**src/design/ps2_chan_consts.svh**
```systemverilog
// Register offsets, field positions, reset values and timing counts
`ifndef PS2_CHAN_CONSTS_SVH
`define PS2_CHAN_CONSTS_SVH

`define OFS_DATA 5'h00
`define OFS_CTRL 5'h04
`define OFS_STAT 5'h08
`define OFS_EVT 5'h0c
`define OFS_MASK 5'h10

`define RXB_RESET 8'hff

`define SB_RXV 0
`define SB_RXTO 1
`define SB_PAR 2
`define SB_FE 3
`define SB_TXIDLE 4
`define SB_TXTO 5
`define SB_RXBUSY 6
`define SB_STTO 7
`define STK_W1C 8'hae

`define EV_RX 0
`define EV_TX 1
`define EV_ERR 2

`define PAR_ODD 2'h0
`define PAR_EVEN 2'h1
`define PAR_NONE 2'h2
`define STOP_HIGH 2'h0
`define STOP_LOW 2'h1
`define STOP_NONE 2'h2

`define LAST_EDGE 4'ha
`define PAR_EDGE 4'h9

`define CLK_PERIOD_NS 25
`define BIT_GAP_US 300
`define START_WAIT_MS 25
`define PAR_WINDOW_MS 2
`define BIT_GAP_CYC (`BIT_GAP_US * 1000 / `CLK_PERIOD_NS)
`define START_WAIT_CYC (`START_WAIT_MS * 1000000 / `CLK_PERIOD_NS)
`define PAR_WINDOW_CYC (`PAR_WINDOW_MS * 1000000 / `CLK_PERIOD_NS)

`endif

```
**src/design/ps2_chan_pkg.sv**
```systemverilog
// Types shared by the line channel controller
package ps2_chan_pkg;
  typedef enum logic [2:0] {st_off, st_rx, st_tx_prep, st_tx, st_tx_to} chan_state_t;

  typedef struct packed {
    logic [1:0] stop_sel;
    logic [1:0] par_sel;
    logic channel_enable;
    logic direction_select;
  } ctrl_t;

  typedef struct packed {
    chan_state_t st;
    ctrl_t ctrl;
    logic [7:0] rx_byte;
    logic [7:0] tx_byte;
    logic [10:0] shreg;
    logic [3:0] nbits;
    logic tx_pend;
    logic rx_valid;
    logic [7:0] stk;
    logic [2:0] ev;
    logic [2:0] mask;
    logic clk_prev;
    logic rd_seen;
    logic enter;
    logic ack;
    logic [31:0] rdata;
    logic clk_oe_n;
    logic dat_oe_n;
  } chan_st_t;

  typedef struct packed {
    logic [19:0] count;
  } tmr_st_t;

  typedef struct packed {
    logic [1:0] meta;
    logic [1:0] sync;
  } sync_st_t;
endpackage

```
**src/design/ps2_pin_sync.sv**
```systemverilog
// Two-stage synchroniser for the line clock and data pins
`timescale 1ns/1ps
module ps2_pin_sync import ps2_chan_pkg::*; (
  input wire logic sys_clk,
  input wire logic rst,
  input wire logic [1:0] pin_in,
  output logic [1:0] pin_sync
);
  sync_st_t s_q;
  sync_st_t s_d;

  always_comb begin
    s_d.meta = pin_in;
    s_d.sync = s_q.meta;
  end

  always_ff @(posedge sys_clk) begin
    if (rst) begin
      s_q <= 4'hf;
    end else begin
      s_q <= s_d;
    end
  end

  assign pin_sync = s_q.sync;
endmodule

```
**src/design/ps2_timeout.sv**
```systemverilog
// Saturating timeout counter, expires after LIMIT running cycles
`timescale 1ns/1ps
module ps2_timeout import ps2_chan_pkg::*; #(
  parameter logic [19:0] LIMIT = 20'h00001
) (
  input wire logic sys_clk,
  input wire logic rst,
  input wire logic run,
  input wire logic clear,
  output logic expired
);
  tmr_st_t t_q;
  tmr_st_t t_d;

  always_comb begin
    t_d = t_q;
    if (clear || !run) begin
      t_d.count = 20'h00000;
    end else if (t_q.count != LIMIT) begin
      t_d.count = t_q.count + 20'h00001;
    end
  end

  always_ff @(posedge sys_clk) begin
    if (rst) begin
      t_q <= 20'h00000;
    end else begin
      t_q <= t_d;
    end
  end

  assign expired = run && (t_q.count == LIMIT);
endmodule

```
**src/design/ps2_host_channel.sv**
```systemverilog
// Function
// - Writing the transmit byte starts sending its low eight bits.
// - Each received byte lands in the low eight bits of receive byte.
// - Transmission waits until a pending received byte has been read.
// - Receive byte reloads to ffh after each read and after any timeout.
// - Stop field selects high, low or unchecked eleventh bit; 11b reserved.
// - Parity field selects odd, even or unchecked tenth bit; 11b reserved.
// - Stop and parity selections only matter while the channel is enabled.
// - Disabled channel idles, drives line clock low, releases line data.
// - Enabled channel runs reception or transmission automatically.
// - Direction bit zero means receive, one means transmit.
// - Data at 0h, control at 4h, status at 8h from the base.
// - Frame is start, eight data bits LSB first, parity, stop.
// - Valid byte holds line clock low until read; read clears and releases.
// - Transmit ends at eleventh edge or timeout; direction clears, idle.
// - Transmit timeout on 300us gap, 25ms start wait or 2ms to parity.
`timescale 1ns/1ps
`include "ps2_chan_consts.svh"
module ps2_host_channel import ps2_chan_pkg::*; #(
  parameter logic [19:0] GAP_CYC = 20'(`BIT_GAP_CYC),
  parameter logic [19:0] START_CYC = 20'(`START_WAIT_CYC),
  parameter logic [19:0] PAR_CYC = 20'(`PAR_WINDOW_CYC)
) (
  input wire logic sys_clk,
  input wire logic rst,
  input wire logic [4:0] avs_address,
  input wire logic avs_read,
  input wire logic avs_write,
  input wire logic [31:0] avs_writedata,
  input wire logic [3:0] avs_byteenable,
  output logic [31:0] avs_readdata,
  output logic avs_waitrequest,
  output logic irq,
  input wire logic line_clock_pin_in,
  output logic line_clock_pin_out,
  output logic line_clock_pin_oe_n,
  input wire logic line_data_pin_in,
  output logic line_data_pin_out,
  output logic line_data_pin_oe_n
);
  chan_st_t q;
  chan_st_t d;
  logic [1:0] pins;
  logic lclk;
  logic ldat;
  logic fall;
  logic req;
  logic acc_wr;
  logic acc_rd;
  logic gap_to;
  logic start_to;
  logic par_to;
  logic en;
  logic dir;
  logic tx_idle;
  logic rx_busy;
  logic [7:0] stat_rd;

  ps2_pin_sync u_sync (
    .sys_clk(sys_clk),
    .rst(rst),
    .pin_in({line_clock_pin_in, line_data_pin_in}),
    .pin_sync(pins)
  );

  assign lclk = pins[1];
  assign ldat = pins[0];
  assign fall = q.clk_prev && !lclk;

  ps2_timeout #(.LIMIT(GAP_CYC)) u_gap (
    .sys_clk(sys_clk),
    .rst(rst),
    .run((q.st == st_tx_to) || ((q.st == st_rx || q.st == st_tx) && q.nbits != 4'h0)),
    .clear(fall || q.enter),
    .expired(gap_to)
  );

  ps2_timeout #(.LIMIT(START_CYC)) u_start (
    .sys_clk(sys_clk),
    .rst(rst),
    .run(q.st == st_tx && q.nbits == 4'h0),
    .clear(q.enter),
    .expired(start_to)
  );

  ps2_timeout #(.LIMIT(PAR_CYC)) u_par (
    .sys_clk(sys_clk),
    .rst(rst),
    .run(q.st == st_tx && q.nbits != 4'h0 && q.nbits < `PAR_EDGE),
    .clear(q.enter),
    .expired(par_to)
  );

  assign en = q.ctrl.channel_enable;
  assign dir = q.ctrl.direction_select;
  assign tx_idle = (q.st != st_tx);
  assign rx_busy = (q.st == st_rx) && (q.nbits != 4'h0);
  assign stat_rd = {q.stk[`SB_STTO], rx_busy, q.stk[`SB_TXTO], tx_idle,
                    q.stk[`SB_FE], q.stk[`SB_PAR], q.stk[`SB_RXTO], q.rx_valid};

  // One wait state per access
  assign req = avs_read || avs_write;
  assign avs_waitrequest = req && !q.ack;
  assign acc_wr = avs_write && q.ack && avs_byteenable[0];
  assign acc_rd = avs_read && q.ack;

  always_comb begin
    logic [10:0] frame;
    logic par_ok;
    logic stop_ok;
    frame = {ldat, q.shreg[10:1]};
    par_ok = (q.ctrl.par_sel[1]) || ((^frame[9:1]) == (q.ctrl.par_sel == `PAR_ODD));
    stop_ok = (q.ctrl.stop_sel[1]) || (frame[10] == (q.ctrl.stop_sel == `STOP_HIGH));
    d = q;
    d.clk_prev = lclk;
    d.ack = req && !q.ack;
    d.enter = 1'b0;

    if (req && !q.ack) begin
      case (avs_address)
        `OFS_DATA: d.rdata = {24'h000000, q.rx_byte};
        `OFS_CTRL: d.rdata = {26'h0000000, q.ctrl};
        `OFS_STAT: d.rdata = {24'h000000, stat_rd};
        `OFS_EVT: d.rdata = {29'h00000000, q.ev};
        `OFS_MASK: d.rdata = {29'h00000000, q.mask};
        default: d.rdata = 32'h00000000;
      endcase
    end

    if (acc_wr) begin
      case (avs_address)
        `OFS_DATA: begin
          if (en && dir && q.st == st_tx_prep && !q.tx_pend) begin
            d.tx_byte = avs_writedata[7:0];
            d.tx_pend = 1'b1;
          end
        end
        `OFS_CTRL: begin
          d.ctrl = avs_writedata[5:0];
          d.ctrl.direction_select = avs_writedata[0] && !q.stk[`SB_TXTO];
        end
        `OFS_STAT: d.stk = q.stk & ~(avs_writedata[7:0] & `STK_W1C);
        `OFS_EVT: d.ev = q.ev & ~avs_writedata[2:0];
        `OFS_MASK: d.mask = avs_writedata[2:0];
        default: ;
      endcase
    end

    if (acc_rd && avs_address == `OFS_DATA) begin
      d.rx_byte = `RXB_RESET;
      d.rx_valid = 1'b0;
    end
    if (acc_rd && avs_address == `OFS_STAT) begin
      d.rd_seen = 1'b1;
    end

    if (!en) begin
      d.st = st_off;
      d.nbits = 4'h0;
      d.tx_pend = 1'b0;
    end else begin
      unique case (q.st)
        st_off: begin
          d.st = dir ? st_tx_prep : st_rx;
          d.nbits = 4'h0;
        end
        st_rx: begin
          if (dir) begin
            d.st = st_tx_prep;
            d.nbits = 4'h0;
          end else if (fall && !q.rx_valid) begin
            d.shreg = frame;
            d.nbits = q.nbits + 4'h1;
            if (q.nbits == `LAST_EDGE) begin
              d.nbits = 4'h0;
              if (!frame[0] && par_ok && stop_ok) begin
                d.rx_byte = frame[8:1];
                d.rx_valid = 1'b1;
                d.ev[`EV_RX] = 1'b1;
              end else begin
                if (!par_ok) begin
                  d.stk[`SB_PAR] = 1'b1;
                end
                if (!stop_ok || frame[0]) begin
                  d.stk[`SB_FE] = 1'b1;
                  d.stk[`SB_RXTO] = 1'b1;
                end
                d.ev[`EV_ERR] = 1'b1;
              end
            end
          end else if (gap_to) begin
            d.nbits = 4'h0;
            d.stk[`SB_RXTO] = 1'b1;
            d.rx_byte = `RXB_RESET;
            d.ev[`EV_ERR] = 1'b1;
          end
        end
        st_tx_prep: begin
          if (!dir) begin
            d.st = st_rx;
          end else if (q.tx_pend && !q.rx_valid) begin
            d.st = st_tx;
            d.tx_pend = 1'b0;
            d.nbits = 4'h0;
            d.shreg = {1'b1, ~^q.tx_byte, q.tx_byte, 1'b0};
          end
        end
        st_tx: begin
          if (!dir) begin
            d.st = st_rx;
            d.ev[`EV_TX] = 1'b1;
          end else if (fall) begin
            d.shreg = {1'b1, q.shreg[10:1]};
            d.nbits = q.nbits + 4'h1;
            if (q.nbits == `LAST_EDGE) begin
              d.st = st_rx;
              d.nbits = 4'h0;
              d.ctrl.direction_select = 1'b0;
              d.ev[`EV_TX] = 1'b1;
            end
          end else if (start_to || gap_to || par_to) begin
            d.stk[`SB_TXTO] = 1'b1;
            d.stk[`SB_STTO] = q.stk[`SB_STTO] || start_to;
            d.st = st_tx_to;
            d.ctrl.direction_select = 1'b0;
            d.rd_seen = 1'b0;
            d.nbits = 4'h0;
            d.rx_byte = `RXB_RESET;
            d.ev[`EV_TX] = 1'b1;
            d.ev[`EV_ERR] = 1'b1;
          end
        end
        st_tx_to: begin
          // Clock held low 300us and until status read
          d.ctrl.direction_select = 1'b0;
          if (gap_to && q.rd_seen) begin
            d.st = st_rx;
          end
        end
      endcase
    end

    d.enter = (d.st != q.st);
    d.clk_oe_n = !(d.st == st_off || d.st == st_tx_prep || d.st == st_tx_to ||
                   (d.st == st_rx && d.rx_valid));
    d.dat_oe_n = !(d.st == st_tx && !d.shreg[0]);
  end

  always_ff @(posedge sys_clk) begin
    if (rst) begin
      q <= '0;
      q.rx_byte <= `RXB_RESET;
      q.clk_prev <= 1'b1;
      q.dat_oe_n <= 1'b1;
    end else begin
      q <= d;
    end
  end

  assign avs_readdata = q.rdata;
  assign irq = |(q.ev & q.mask);
  assign line_clock_pin_out = 1'b0;
  assign line_data_pin_out = 1'b0;
  assign line_clock_pin_oe_n = q.clk_oe_n;
  assign line_data_pin_oe_n = q.dat_oe_n;
endmodule

```
**config.mk**
```make
export PLATFORM = sky130hd
export DESIGN_NAME = ps2_host_channel
export DESIGN_NICKNAME = d
export VERILOG_FILES = /design/src/design/ps2_chan_pkg.sv /design/src/design/ps2_pin_sync.sv /design/src/design/ps2_timeout.sv /design/src/design/ps2_host_channel.sv
export VERILOG_INCLUDE_DIRS = /design/src /design/src/design
export SDC_FILE = /design/constraint.sdc
export NUM_CORES = 1
export LEC_CHECK = 0
export ABC_AREA = 1
export BUFFER_PORTS_ARGS = -buffer_cell sky130_fd_sc_hd__buf_2
export CAP_MARGIN = 20
export CORE_ASPECT_RATIO = 0.9
export CORE_MARGIN = 2
export CORE_UTILIZATION = 50
export CTS_CLUSTER_SIZE = 25
export DETAILED_ROUTE_END_ITERATION = 8
export HOLD_SLACK_MARGIN = 0.15
export PLACE_DENSITY = 0.76
export SLEW_MARGIN = 25
export SYNTH_ARGS = -nofsm -noshare
export SYNTH_HDL_FRONTEND = slang
export SYNTH_SLANG_ARGS = --single-unit
```
**constraint.sdc**
```tcl
create_clock -name sys_clk -period 2.8 [get_ports sys_clk]
set_input_delay 0.56 -clock sys_clk [delete_from_list [all_inputs] [get_ports sys_clk]]
set_output_delay 0.56 -clock sys_clk [all_outputs]
set_load 0.02 [all_outputs]
```
# After elaboration in Yosys (flattened, before gate mapping)
# Cells that the tools add are included.
# W data, S select, Z words.
# totals
regBits	158
inputBits	47
out_inout_bits	38
wordCells	250
# classes
add_sub_neg	4
magnitude_cmp	1
eq_ne	31
muxes	103
bitwise	6
n_reduce_logical	77
# ops
operator	count
$mux W8	8
$add A20 B1 Y20 const B	3
$mux W1	51
$mux W3	17
$pmux W8 S5	1
$mux W11	3
$pmux W11 S3	1
$mux W16	2
$mux W9	3
$logic_and A1 B1 Y1	26
$mux W4	6
$eq A20 B14 Y1 const B	1
$eq A20 B17 Y1 const B	1
$eq A20 B20 Y1 const B	1
$ne A20 B14 Y1 const B	1
$ne A20 B17 Y1 const B	1
$ne A20 B20 Y1 const B	1
$logic_or A1 B1 Y1	16
$pmux W4 S4	1
$pmux W8 S2	1
$mux W15	1
$pmux W3 S5	1
$mux W14	1
$logic_not A1 Y1	13
36 further kinds	61

# Logic depth before layout (Yosys ltp)
# depth
depth_word	17
ltp_mapped	16
ltp_nobuf	16

# Hierarchy
# From an unflattened synthesis, not the netlist that was laid out.
# hier_totals
hier_cells	1128
hier_area_um2	7687.4
# modules_own_cells
mod	n_inst	cells_each	area_per_inst_um2	seq_area_each_um2
ps2_host_channel	1	585	3991.3	1341.3
ps2_timeout (u_start)	1	188	1241.2	400.4
ps2_timeout (u_gap)	1	180	1204.9	400.4
ps2_timeout (u_par)	1	162	1133.6	400.4
ps2_pin_sync	1	13	116.4	80.1

# Worst setup path before layout
# OpenSTA, ideal clock, no wires.
# synth_path
path_type	input port to flip-flop
from	in avs_address[1]
to	reg q[81] in the netlist's numbering
setup_time_ns	0.059
t_arrival_ns	1.773
required_ns	2.741
setup_slack_ns	0.968
stages	16
path_buffers	1
cell_sequence	nor2_2 nand2_1 nor2_2 inv_2 nor2_4 inv_2 buf_6 nand2_2 o21ai_0 o21ai_0 inv_1 nand2_1 nand2_1 nand2_1 nand2_1 nand2_1
# synth_via
elab_chain_cells	9
word_cells_on_any_way	13
classes_between	mux: 11; reduce/logical: 2
# synth_lines
element	line	source
start, declared	ps2_host_channel.sv:26	input wire logic [4:0] avs_address,
$logic_not A5 Y1 *	--	
$logic_and A1 B1 Y1 (no source line) *	--	
$mux W8 *	ps2_host_channel.sv:149	if (acc_rd && avs_address == `OFS_DATA) begin
$mux W8	ps2_host_channel.sv:176	if (!frame[0] && par_ok && stop_ok) begin
$mux W8	ps2_host_channel.sv:174	if (q.nbits == `LAST_EDGE) begin
$mux W8	ps2_host_channel.sv:171	end else if (fall && !q.rx_valid) begin
$mux W8	ps2_host_channel.sv:168	if (dir) begin
$pmux W8 S2	ps2_host_channel.sv:162	unique case (q.st)
$mux W9 *	ps2_host_channel.sv:157	if (!en) begin
end, declared	ps2_host_channel.sv:41	chan_st_t q;
# Mark *: on every way between the ends. The rest lies on a longest branch, timed or not.
# A chain may end at the register's enable or synchronous reset.

# Worst setup path in the final report
# layout_path
from	reg u_sync.s_q (netlist bit u_sync.pin_sync[1])
to	reg q (netlist bit line_data_pin_oe_n)
# layout_via
elab_chain_cells	10
word_cells_on_any_way	17
classes_between	eq/ne: 1; mux: 10; reduce/logical: 6
# layout_lines
element	line	source
start, declared	ps2_pin_sync.sv:9	sync_st_t s_q;
start signal, assigned	ps2_pin_sync.sv:19	s_q <= 4'hf;
start signal, assigned	ps2_pin_sync.sv:21	s_q <= s_d;
$logic_not A1 Y1 *	ps2_host_channel.sv:68	assign fall = q.clk_prev && !lclk;
$logic_and A1 B1 Y1 *	ps2_host_channel.sv:68	
parallel branches: the longest is 6 deep, another holds $pmux W3 S5	--	
$logic_and A1 B1 Y1 *	ps2_host_channel.sv:246	d.dat_oe_n = !(d.st == st_tx && !d.shreg[0]);
$logic_not A1 Y1 *	ps2_host_channel.sv:246	
# Every way passes the cells marked *. The select of a mux whose other input is x is not followed.

==> reports/metrics.yaml <==
status:
  outcome: "completed"
synth:
  ys_warn_count: 0
  synthArstFlopShare: 0
  ys_ff_latch: 131
  netlist_instances: 1070
  synth_most_common_cell: "nand2_1"
  seq_area_frac_synth: 0.360
  synth_area_leaders: "dfxtp_1 (36%), nand2_1 (12%), inv_1 (7.5%)"
  yosys.area.top_type: "dfxtp_1"
  synth_area_um2: 7280
  synth_edf_count: 0
  syn_area_per_cell_um2: 6.80
  netlist.area_leader.share: 0.360
  synth.distinct_cells: 53
  synth-main-ff-cell: "dfxtp_1"
  synth.top_cells.by_count: "nand2_1 (236), inv_1 (145), dfxtp_1 (131)"
worst_setup_path:
  crit_type: "reg -> reg"
  critical-path-top-delay-family: "simple AND/OR/NAND/NOR gates"
  cp.required_ns: 3.10
  max_stage_delay_ns: 0.29
  cp_max_fo: 11
  critPathBufInv: 3
  crit_chain: "inv_1, nand2_2, nor2_1, nor2_1, nor3_1, nor3b_2, buf_4, inv_1, a32oi_1, nand3_1"
  worstSetupEndpointType: "flip-flop"
  crit_path_top_delay_cell: "dfxtp_1"
  crit_path_start_kind: "flip-flop"
  cp.arrival_ns: 2.50
power_and_ir_drop:
  swShare: 0.212
  p_leak_nw: 3.32
  power.total_mw: 4.37
  ir_drop_uv: 458
  power_frac_comb: 0.028
  power_density_nw_per_um2: 540
  pwr-share-seq: 0.428
  p_int_mw: 3.45
  power.switching_mw: 0.926
  pwr-share-clk: 0.543
sta:
  setup_violations: 0
  slew_violations: 0
  setup_tns_ns: 0
  min_period_ns: 2.21
  slew_headroom: 0.470
  rsz0062_at_grt: "no"
  fin_ws_ns: 0.591
  finalCritPeriodShare: 0.789
  max_freq_mhz: 453
  hold_slack_ns: 0.313
  worstMarginPinSlew_ns: 0.793
  clock_skew_ns: 0.00942
  hold_violations: 0
floorplan:
  ios: 85
  die_w_um: 131
  initial_core_util: 0.516
  row_count: 41
  coreArea_um2: 14100
  die_y_um: 118
  dieArea_um2: 15500
place:
  place_ws_ns: 0.523
  port_buffers: 31
  dp_hpwl_um: 12400
  globalplace.congestion: 0.919
finish:
  nets: 1151
  nFillCells: 1354
  final_core_util: 0.574
  n_antenna_cell: 0
  multi_input_area_um2: 3800
  seqCellArea_um2: 2620
  drive_gt1_frac: 0.114
  syn2layout_area_growth_pct: 11.3
grt:
  grt_max_degree: 56
  use_met1: 0.304
  antenna_found_initial: 0
  grtUsageTotal: 0.220
  use_met3: 0.0592
  top_usage_layer: "met2"
  grt_use_met2: 0.335
  grt_pass1_vias: 5981
  grt_pass1_wl_um: 28100
  overflow: 0
route:
  drt_iter0_drc: 469
  dr.pass1.iters: 6
  vias: 6761
  ant_nets: 0
  wl_per_cell_um: 13.1
  drt_wl_total_um: 17100
  via_per_inst: 5.19
  drc_errors: 0
clock_network:
  ctsLongestPathBuffers: 2
  cts.sinks: 131
  post_cts.repair.setup_buffers: 0
  cts_tree: "done"
  ctsRootBufferMaster: "clkbuf_16"
  numCtsBuffers: 17
  clk_latency_ns: 0.43
  hold_buffers: 0
  ctsResizeCount: 0
  htree_num_levels: 4
  clk_pin_slew_ns: 0.05
job:
  drv_cap: 0
min_path:
  worstHoldPathType: "in -> reg"
-- cell type report --
| class | instances | area share |
|---|---|---|
| Clock inverter | 9 | 0.0189 |
| Timing Repair Buffer | 38 | 0.0256 |
| Sequential cell | 131 | 0.324 |
| Clock buffer | 22 | 0.0586 |
| Inverter | 160 | 0.0742 |
| Tap cell | 193 | 0.0298 |
| Multi-Input combinational cell | 750 | 0.469 |
-- layout by cell type (no fill, tap or decap), types with 3 or more instances in the layout --
master,count
a211oi_1,16
a21oi_1,88
a31oi_1,9
buf_2,31
buf_4,7
bufinv_16,4
clkbuf_16,17
clkbuf_8,3
clkinv_1,3
clkinvlp_4,3
conb_1,26
dfxtp_1,131
ha_1,6
inv_1,145
inv_2,12
nand2_1,236
nand2_2,12
nand3_1,41
nand3_2,4
nand4_1,17
nor2_1,103
nor2_2,9
nor2_4,3
nor3_1,31
nor3_2,3
nor3_4,3
nor3b_1,5
nor4_1,6
o21a_1,3
o21ai_0,63
o21bai_1,4
o221ai_1,4
o22ai_1,8
or2_2,5
xnor2_1,7
xor2_1,13
-- cell families (layout without fill, tap and decap cells) --
family | Yosys count | after routing | synth area share
AO/OA/AOI/OAI | 209 | 209 | 0.164
XOR/XNOR | 20 | 20 | 0.0241
adder cells (fa/ha/maj) | 6 | 6 | 0.0103
buffers and inverters | 214 | 229 | 0.130
flip-flops | 131 | 131 | 0.360
other | 1 | 26 | 0.000515
AND/OR/NAND/NOR | 489 | 489 | 0.310
-- power groups by stage --
stage | sequential (mW) | combinational, mW | clock (mW)
after floorplan | 1.91 | 0.110 | 0
after global placement | 1.91 | 0.121 | 0
after detailed placement | 1.91 | 0.121 | 0
after CTS | 1.87 | 0.122 | 2.40
after global routing | 1.87 | 0.133 | 2.48
final | 1.87 | 0.125 | 2.38
-- worst paths after layout --
kind                         to  depth (start not counted)  slack (ns)          startpoint
max          line_data_pin_oe_n                         10        0.59  u_sync.pin_sync[1]
min reg2reg  u_sync.pin_sync[1]                          1        0.40       u_sync.s_d[1]
max reg2reg  line_data_pin_oe_n                         10        0.59  u_sync.pin_sync[1]
min               u_sync.s_d[0]                          2        0.31    line_data_pin_in
-- routing by layer --
layer,share of wire,vias to the layer above
li1,-,3488
met1,0.48,3049
met2,0.43,201
met3,0.074,23
met4,0.015,0
met5,0,-
-- worst reg2reg max path: stages (launching register included) --
cell,delay (ns)
dfxtp_1,0.29
inv_1,0.07
nand2_2,0.14
nor2_1,0.26
nor2_1,0.09
nor3_1,0.19
nor3b_2,0.24
buf_4,0.22
inv_1,0.18
a32oi_1,0.27
nand3_1,0.13
-- stage by stage --
stage / instances / area [um^2]
floorplan: 1095 / 7370
global placement: 1272 / 7470
detailed placement: 1272 / 7470
CTS: 1303 / 8100
global route: 1303 / 8100
finish: 1303 / 8100
-- registers in the layout (all words and copies together) (netlist names), 2 cells and up --
name and cells:
u_sync.s_d 2, q 55, u_start.t_q 20, u_gap.t_q 20, u_par.t_q 20, u_sync.pin_sync 2, avs_readdata 8
Note: power is estimated with default switching activity, not from simulation.
